### config.mk
export PLATFORM = sky130hd
export DESIGN_NAME = ssp_port
export DESIGN_NICKNAME = d
export VERILOG_FILES = /design/src/logic/ssp_pkg.sv /design/src/logic/ssp_port.sv
export VERILOG_INCLUDE_DIRS = /design/src /design/src/logic
export SDC_FILE = /design/constraint.sdc
export NUM_CORES = 1
export LEC_CHECK = 0
export BUFFER_PORTS_ARGS = -buffer_cell sky130_fd_sc_hd__buf_2
export CORE_MARGIN = 10
export CORE_UTILIZATION = 51
export DETAILED_ROUTE_END_ITERATION = 16
export PLACE_DENSITY = 0.76
export SYNTH_ARGS = -nofsm -noshare
export SYNTH_HDL_FRONTEND = slang
export SYNTH_SLANG_ARGS = --single-unit
export TNS_END_PERCENT = 5
### constraint.sdc
create_clock -name mclk_i -period 1.9 [get_ports mclk_i]
set_input_delay 0.285 -clock mclk_i [delete_from_list [all_inputs] [get_ports mclk_i]]
set_output_delay 0.285 -clock mclk_i [all_outputs]
set_load 0.1 [all_outputs]
### src/logic/ssp_regs.svh
`ifndef SSP_REGS_SVH
`define SSP_REGS_SVH

// Frame width in bits
`define SSP_DATA_W     8
// Clock edges in one frame
`define SSP_EDGES      16
// Last edge index of a frame
`define SSP_LAST_EDGE  4'hF
// Core clock rate in Hz
`define SSP_CORE_HZ    50000000
// Least core cycles per half period of the master clock
`define SSP_MIN_HALF   1
// Least ratio of core clock to external slave clock
`define SSP_SLV_RATIO  10
// Synchroniser width: sck, data in (slave), data in (master), select
`define SSP_SYNC_W     4

`endif

### src/logic/ssp_pkg.sv
package ssp_pkg;

  // Static configuration of the port
  typedef struct packed {
    logic       enable;    // Port enabled
    logic       master;    // 1 master, 0 slave
    logic       four_wire; // 1 select line in use
    logic       ss_drive;  // Master: select line is an output
    logic       ss_level;  // Level driven on the select output
    logic       cpol;      // Idle clock level
    logic       cpha;      // 1 sample on trailing edge
    logic [7:0] clk_div;   // Half period minus one, in core cycles
  } ssp_cfg_t;

  // Status seen by software
  typedef struct packed {
    logic busy;       // Frame in progress
    logic mode_fault; // Sticky: master blocked by foreign select
  } ssp_stat_t;

  // Frame sequencer states
  typedef enum logic {
    SSP_IDLE,
    SSP_RUN
  } ssp_state_t;

endpackage : ssp_pkg

### src/logic/ssp_port.sv
`timescale 1ns/1ns
`include "ssp_regs.svh"
module ssp_port
  import ssp_pkg::*;
(
  // Clock and reset
  input  wire logic       mclk_i,
  input  wire logic       resetn_i,
  // Configuration and status
  input  wire ssp_cfg_t   cfg_i,
  input  wire logic       fault_clear_i,
  output ssp_stat_t       stat_o,
  // Byte interface
  input  wire logic [7:0] tx_data_i,
  input  wire logic       tx_valid_i,
  output logic            tx_ready_o,
  output logic [7:0]      rx_data_o,
  output logic            done_o,
  // Serial clock pin
  input  wire logic       sck_i,
  output logic            sck_o,
  output logic            sck_oe_o,
  // Master-out data pin
  input  wire logic       mosi_i,
  output logic            mosi_o,
  output logic            mosi_oe_o,
  // Master-in data pin
  input  wire logic       miso_i,
  output logic            miso_o,
  output logic            miso_oe_o,
  // Slave select line pin
  input  wire logic       ss_n_i,
  output logic            ss_n_o,
  output logic            ss_n_oe_o
);

  // Pin synchronisers
  logic [`SSP_SYNC_W-1:0] sync_meta;   // First stage, read only by second
  logic [`SSP_SYNC_W-1:0] sync_q;      // Second stage, safe to use
  logic                   sck_prev;    // Previous synced clock level

  // Sequencer state
  ssp_state_t state,    next_state;    // Frame state
  logic [7:0] div_cnt,  next_div_cnt;  // Rate generator count
  logic [3:0] edge_cnt, next_edge_cnt; // Clock edges seen in frame
  logic       sck,      next_sck;      // Master clock level
  logic [7:0] sreg,     next_sreg;     // Transmit shifter
  logic [7:0] rx_sh,    next_rx_sh;    // Receive shifter
  logic       out_bit,  next_out_bit;  // Bit on the data output
  logic [7:0] tx_buf,   next_tx_buf;   // Byte held for next frame
  logic [7:0] rx_data,  next_rx_data;  // Last received byte
  logic       done,     next_done;     // Completion pulse
  logic       fault,    next_fault;    // Sticky mode fault

  // Decoded conditions
  logic s_sck, s_mosi, s_miso, s_ss_n;
  logic is_master, is_slave, ss_in_use, foreign_sel, selected;
  logic edge_ev, lead, sample, rx_bit, tick;

  assign s_sck  = sync_q[0];
  assign s_mosi = sync_q[1];
  assign s_miso = sync_q[2];
  assign s_ss_n = sync_q[3];

  // Role decode
  assign is_master   = cfg_i.enable & cfg_i.master;
  assign is_slave    = cfg_i.enable & ~cfg_i.master;
  // Select line is only an input in 4-wire form without output drive
  assign ss_in_use   = cfg_i.four_wire & ~(cfg_i.master & cfg_i.ss_drive);
  assign foreign_sel = is_master & ss_in_use & ~s_ss_n;
  // 3-wire slave is always selected while enabled
  assign selected    = is_slave & (~cfg_i.four_wire | ~s_ss_n);

  // Rate generator tick every clk_div+1 core cycles
  assign tick = (div_cnt == cfg_i.clk_div);

  // Clock edge event and its kind
  always_comb begin
    edge_ev = 1'b0;
    lead    = 1'b0;
    if (is_master) begin
      // Even edge counts are leading edges
      edge_ev = (state == SSP_RUN) & tick;
      lead    = ~edge_cnt[0];
    end else if (selected) begin
      // Slave follows the external clock
      lead    = (s_sck != cfg_i.cpol);
      // Idle slave waits for a leading edge, so a stray return to idle
      // level after reset or a role change cannot start a frame
      edge_ev = (s_sck != sck_prev) & ((state == SSP_RUN) | lead);
    end
  end

  // Sample on leading edge in phase 0, trailing edge in phase 1
  assign sample = lead ^ cfg_i.cpha;
  assign rx_bit = is_master ? s_miso : s_mosi;

  // Next-state logic of the sequencer
  always_comb begin
    next_state    = state;
    next_div_cnt  = div_cnt;
    next_edge_cnt = edge_cnt;
    next_sck      = sck;
    next_sreg     = sreg;
    next_rx_sh    = rx_sh;
    next_out_bit  = out_bit;
    next_tx_buf   = tx_buf;
    next_rx_data  = rx_data;
    next_done     = 1'b0;
    // Fault: set wins over clear
    next_fault    = (fault & ~fault_clear_i) | foreign_sel;
    case (state)
      SSP_IDLE: begin
        next_div_cnt  = 8'h00;
        next_edge_cnt = 4'h0;
        next_sck      = cfg_i.cpol;
        // Accept a byte for the next frame
        if (tx_valid_i) begin
          next_tx_buf = tx_data_i;
        end
        if (is_master) begin
          // Master starts a frame on a new byte unless blocked
          if (tx_valid_i & ~fault & ~foreign_sel) begin
            next_state = SSP_RUN;
            if (cfg_i.cpha) begin
              next_sreg = tx_data_i;
            end else begin
              // Phase 0: first bit leads the first edge
              next_out_bit = tx_data_i[7];
              next_sreg    = {tx_data_i[6:0], 1'b0};
            end
          end
        end else begin
          // Slave keeps its shifter preloaded while idle
          if (cfg_i.cpha) begin
            next_sreg = next_tx_buf;
          end else begin
            next_out_bit = next_tx_buf[7];
            next_sreg    = {next_tx_buf[6:0], 1'b0};
          end
          if (edge_ev) begin
            next_state = SSP_RUN;
          end
        end
      end
      SSP_RUN: begin
        if (is_master) begin
          next_div_cnt = tick ? 8'h00 : div_cnt + 8'h01;
          if (tick) begin
            next_sck = ~sck;
          end
        end
        // Abort on blocking, deselect or disable
        if (foreign_sel | ~(is_master | selected)) begin
          next_state = SSP_IDLE;
        end
      end
      default: begin
        next_state = SSP_IDLE;
      end
    endcase
    // Shift and sample on each clock edge of the frame
    if (edge_ev & ~foreign_sel) begin
      next_edge_cnt = edge_cnt + 4'h1;
      if (sample) begin
        next_rx_sh = {rx_sh[6:0], rx_bit};
      end else begin
        next_out_bit = next_sreg[7];
        next_sreg    = {next_sreg[6:0], 1'b0};
      end
      // Sixteen edges close one byte each way
      if (edge_cnt == `SSP_LAST_EDGE) begin
        next_state    = SSP_IDLE;
        next_rx_data  = next_rx_sh;
        next_done     = 1'b1;
        next_edge_cnt = 4'h0;
      end
    end
  end

  // Synchroniser registers
  always_ff @(posedge mclk_i or negedge resetn_i) begin
    if (!resetn_i) begin
      sync_meta <= 4'hF;
      sync_q    <= 4'hF;
      // Same level as the synchroniser reset, so no edge right after reset
      sck_prev  <= 1'b1;
    end else begin
      sync_meta <= {ss_n_i, miso_i, mosi_i, sck_i};
      sync_q    <= sync_meta;
      sck_prev  <= s_sck;
    end
  end

  // Sequencer registers
  always_ff @(posedge mclk_i or negedge resetn_i) begin
    if (!resetn_i) begin
      state    <= SSP_IDLE;
      div_cnt  <= 8'h00;
      edge_cnt <= 4'h0;
      sck      <= 1'b0;
      sreg     <= 8'h00;
      rx_sh    <= 8'h00;
      out_bit  <= 1'b0;
      tx_buf   <= 8'h00;
      rx_data  <= 8'h00;
      done     <= 1'b0;
      fault    <= 1'b0;
    end else begin
      state    <= next_state;
      div_cnt  <= next_div_cnt;
      edge_cnt <= next_edge_cnt;
      sck      <= next_sck;
      sreg     <= next_sreg;
      rx_sh    <= next_rx_sh;
      out_bit  <= next_out_bit;
      tx_buf   <= next_tx_buf;
      rx_data  <= next_rx_data;
      done     <= next_done;
      fault    <= next_fault;
    end
  end

  // Byte interface outputs
  assign tx_ready_o        = (state == SSP_IDLE);
  assign rx_data_o         = rx_data;
  assign done_o            = done;
  assign stat_o.busy       = (state == SSP_RUN);
  assign stat_o.mode_fault = fault;

  // Master drives clock and data unless faulted
  assign sck_o     = sck;
  assign sck_oe_o  = is_master & ~fault;
  assign mosi_o    = out_bit;
  assign mosi_oe_o = is_master & ~fault;
  // Slave drives its data only while selected
  assign miso_o    = out_bit;
  assign miso_oe_o = selected;
  // Select output level set by firmware
  assign ss_n_o    = cfg_i.ss_level;
  assign ss_n_oe_o = is_master & cfg_i.four_wire & cfg_i.ss_drive;

endmodule : ssp_port

==> impl_metrics.ini <==
[worst_setup_path]
path_max_fanout = 9
reg2reg_depth = 6
slowest_stage = dfstp_2
setup.worst_path.class = reg -> reg
reg2reg_slack_ns = -0.08
rr_endpoint = rx_data_o[2]
crit_chain = nor3b_1 -> nor3_1 -> nand3_1 -> a21oi_2 -> buf_6 -> mux2_2
cpLargestDelayFamily = flip-flops
startpoint_type = register
end_kind = register
rr_startpoint = sync_q[3]
arrival_ns = 2.22
required_ns = 2.13
path_buf_inv = 1
max_stage_delay_ns = 0.59

[detailed_routing]
detail-route-antenna-nets = 0
wirelength_um = 7590
firstDrtPassIters = 4
wl_per_cell_um = 17.5
via_per_inst = 5.74
vias = 2491
drc = 0
drt_iter0_drc = 144

[cells_and_area]
syn_to_final_growth_pct = 25.3
drive_above_1_share_pct = 38.4
final_util_pct = 66.6
final_nets = 387
final_area_mm2 = 0.00399
layout.cells.non_filler = 434
diodes = 0

[pwr]
clkPwrFrac_pct = 35.1
switching_share_pct = 30.8
total_power_mw = 3.36
pwr-share-comb_pct = 22.3
switchingPower_mw = 1.03
cell_internal_pwr_mw = 2.32
cellLeakagePower_nw = 1.86
power_frac_seq_pct = 42.7
vdd_ir_drop_max_mv = 0.720
power_density_mw_per_mm2 = 841

[clock_tree]
clk_pin_slew_ns = 0.06
cts_sinks = 58
tritoncts = done
cts_buffers = 9
root_buffer = clkbuf_8
htreeDepth = 3
clock_tree.buffer_depth = 2
clk_latency_ns = 0.35

[sta]
fin_skew_ns = 0.00813
setup_violations = 10
final_max_slew_viol_count = 0
rsz0062_at_grt = yes
fin_crit_ns = 1.98
fin_ws_ns = -0.0849
finalHoldViolations = 0
slew_headroom_pct = 55.5
worstMarginPinSlew_ns = 0.668
whs_ns = 0.0311
period_share_pct = 104
fmax_mhz = 504
fin_tns_setup_ns = -0.579

[yosys]
yosys.area.top_type = dfrtp_1
syn-cell-area_mm2 = 0.00319
synthCells = 279
synthTopCellsByCount = 49 x dfrtp_1, 24 x mux2i_1, 17 x nor2_1, 16 x mux2_1, 16 x mux2_2
syn_area_per_cell_um2 = 11.4
yosysTopAreaCellShare_pct = 38.5
yosysMostFrequentCell = dfrtp_1
synth_edf_count = 0
ys_types = 57
ys_seq_area_share_pct = 45.9
yosys_warnings = 0
synth_fp_nets = 312
synth-seq-cells = 58
yosys-top-cells-area = dfrtp_1 38%, mux2i_1 7.5%, dfstp_2 7.4%
async_flop_share_pct = 100
synthFlopType = dfrtp_1

[die]
start_util_pct = 53.2
die_w_um = 99.0
ioPinCount = 51
die_y_um = 99.0
num_rows = 28
core_area_mm2 = 0.00599
die-area_mm2 = 0.00981

[outcome]
violations = setup timing
status = finished, violations left

[job]
cap_violations = 0

[worst_hold_path]
min_from = miso_i
min_path_type = in -> reg
worstHoldPathCells = 1
min_to = sync_meta[2]

[global_routing]
overflow = 0
first_global_vias = 2580
grt_pass1_wl_um = 12500
grt_max_degree = 34
grt_usage_pct = 15.6
antenna_found_initial = 0

[placed_design]
place.gp.congestion = 0.797
io_buffers = 48
place_area_mm2 = 0.00370
hpwlAfterDp_um = 5280
placedCellCount = 416
place_ws_ns = -0.133
==> how the worst max path moves through the flow <==
| stage | cells after the start | slack [ns] | start | end |
|---|---|---|---|---|
| floorplan | 4 | -0.13 | state | state |
| global placement | 5 | -0.07 | sync_q[0] | rx_data_o[0] |
| detailed placement | 5 | -0.13 | sync_q[0] | rx_data_o[7] |
| CTS | 5 | -0.1 | sync_q[0] | rx_data_o[5] |
| global route | 6 | -0.18 | sync_q[3] | rx_data_o[2] |
| finish | 6 | -0.08 | sync_q[3] | rx_data_o[2] |
==> power by group through the flow <==
stage	clock network [mW]	logic, mW	registers (mW)
floorplan	0	0.479	1.49
global placement	0	0.701	1.44
detailed placement	0	0.715	1.45
CTS	1.20	0.737	1.43
global route	1.26	0.805	1.44
finish	1.18	0.747	1.43
==> repair_timing <==
item,in CTS,in global routing
gates resized for setup,3,13
gates cloned,1,0
buffers inserted,0,0
hold buffers,1,0
pin swaps,3,5
setup endpoints to repair,16,25
hold endpoints to repair,49,0
==> routing by layer <==
metal  GRT usage [%]  part of all wire (%)  vias up  wire [um]
li1                -                     -     1189          -
met1            19.1                    45     1222       3390
met2            24.5                    48       67       3600
met3            5.66                   6.4       13        486
met4            5.95                   1.4        0        110
met5               0                     0        -          0
==> final cells by class <==
cell class / instances / area (um2)
Timing Repair Buffer: 79 / 528
Fill cell: 454 / 2000
Inverter: 5 / 18.8
Multi-Input combinational cell: 201 / 1680
Clock buffer: 12 / 155
Clock inverter: 4 / 50.0
Sequential cell: 58 / 1460
Tap cell: 75 / 93.8
==> cell usage in the layout, fill, tap and decap left out, types with 2 or more instances in the layout <==
cell type	Yosys	layout
nand2_1	13	12
ha_1	2	2
nand3_1	6	6
a221oi_1	8	8
o31ai_1	2	2
mux2_2	16	11
inv_1	4	4
clkbuf_8	0	11
buf_12	0	3
nor3b_1	6	6
nor2_1	17	16
buf_4	6	28
nor4_1	2	2
dfrtp_1	49	49
a21oi_1	8	8
buf_6	2	2
mux2i_1	24	24
or3_1	2	2
nand4_1	3	3
buf_2	3	45
xnor2_4	1	2
and2_1	3	3
mux2_4	0	10
mux2_1	16	11
a32o_1	5	5
nor3_1	6	6
o32ai_1	7	7
xnor2_1	10	10
and4_1	2	2
clkinvlp_4	0	2
dfstp_2	9	9
nand2b_1	2	2
and3_1	6	6
o21ai_0	9	9
==> kinds of logic after synthesis <==
kind of cell / share of synthesized area (%)
AOI/OAI and AO/OA: 13.6
muxes: 18.9
xor gates and xnor gates: 4.40
DFF: 45.9
buffers and inverters: 3.77
and+or+nand+nor: 12.7
adders and majority gates: 0.785
==> sequential cells by signal, indices dropped and copies added, names as in the netlist, 4 cells and up <==
register and cells:
tx_buf 8, div_cnt 8, sync_meta 4, rx_sh 8, rx_data_o 8, sreg 8
sync_q 4, edge_cnt 4
(Power assumes the default switching activity.)
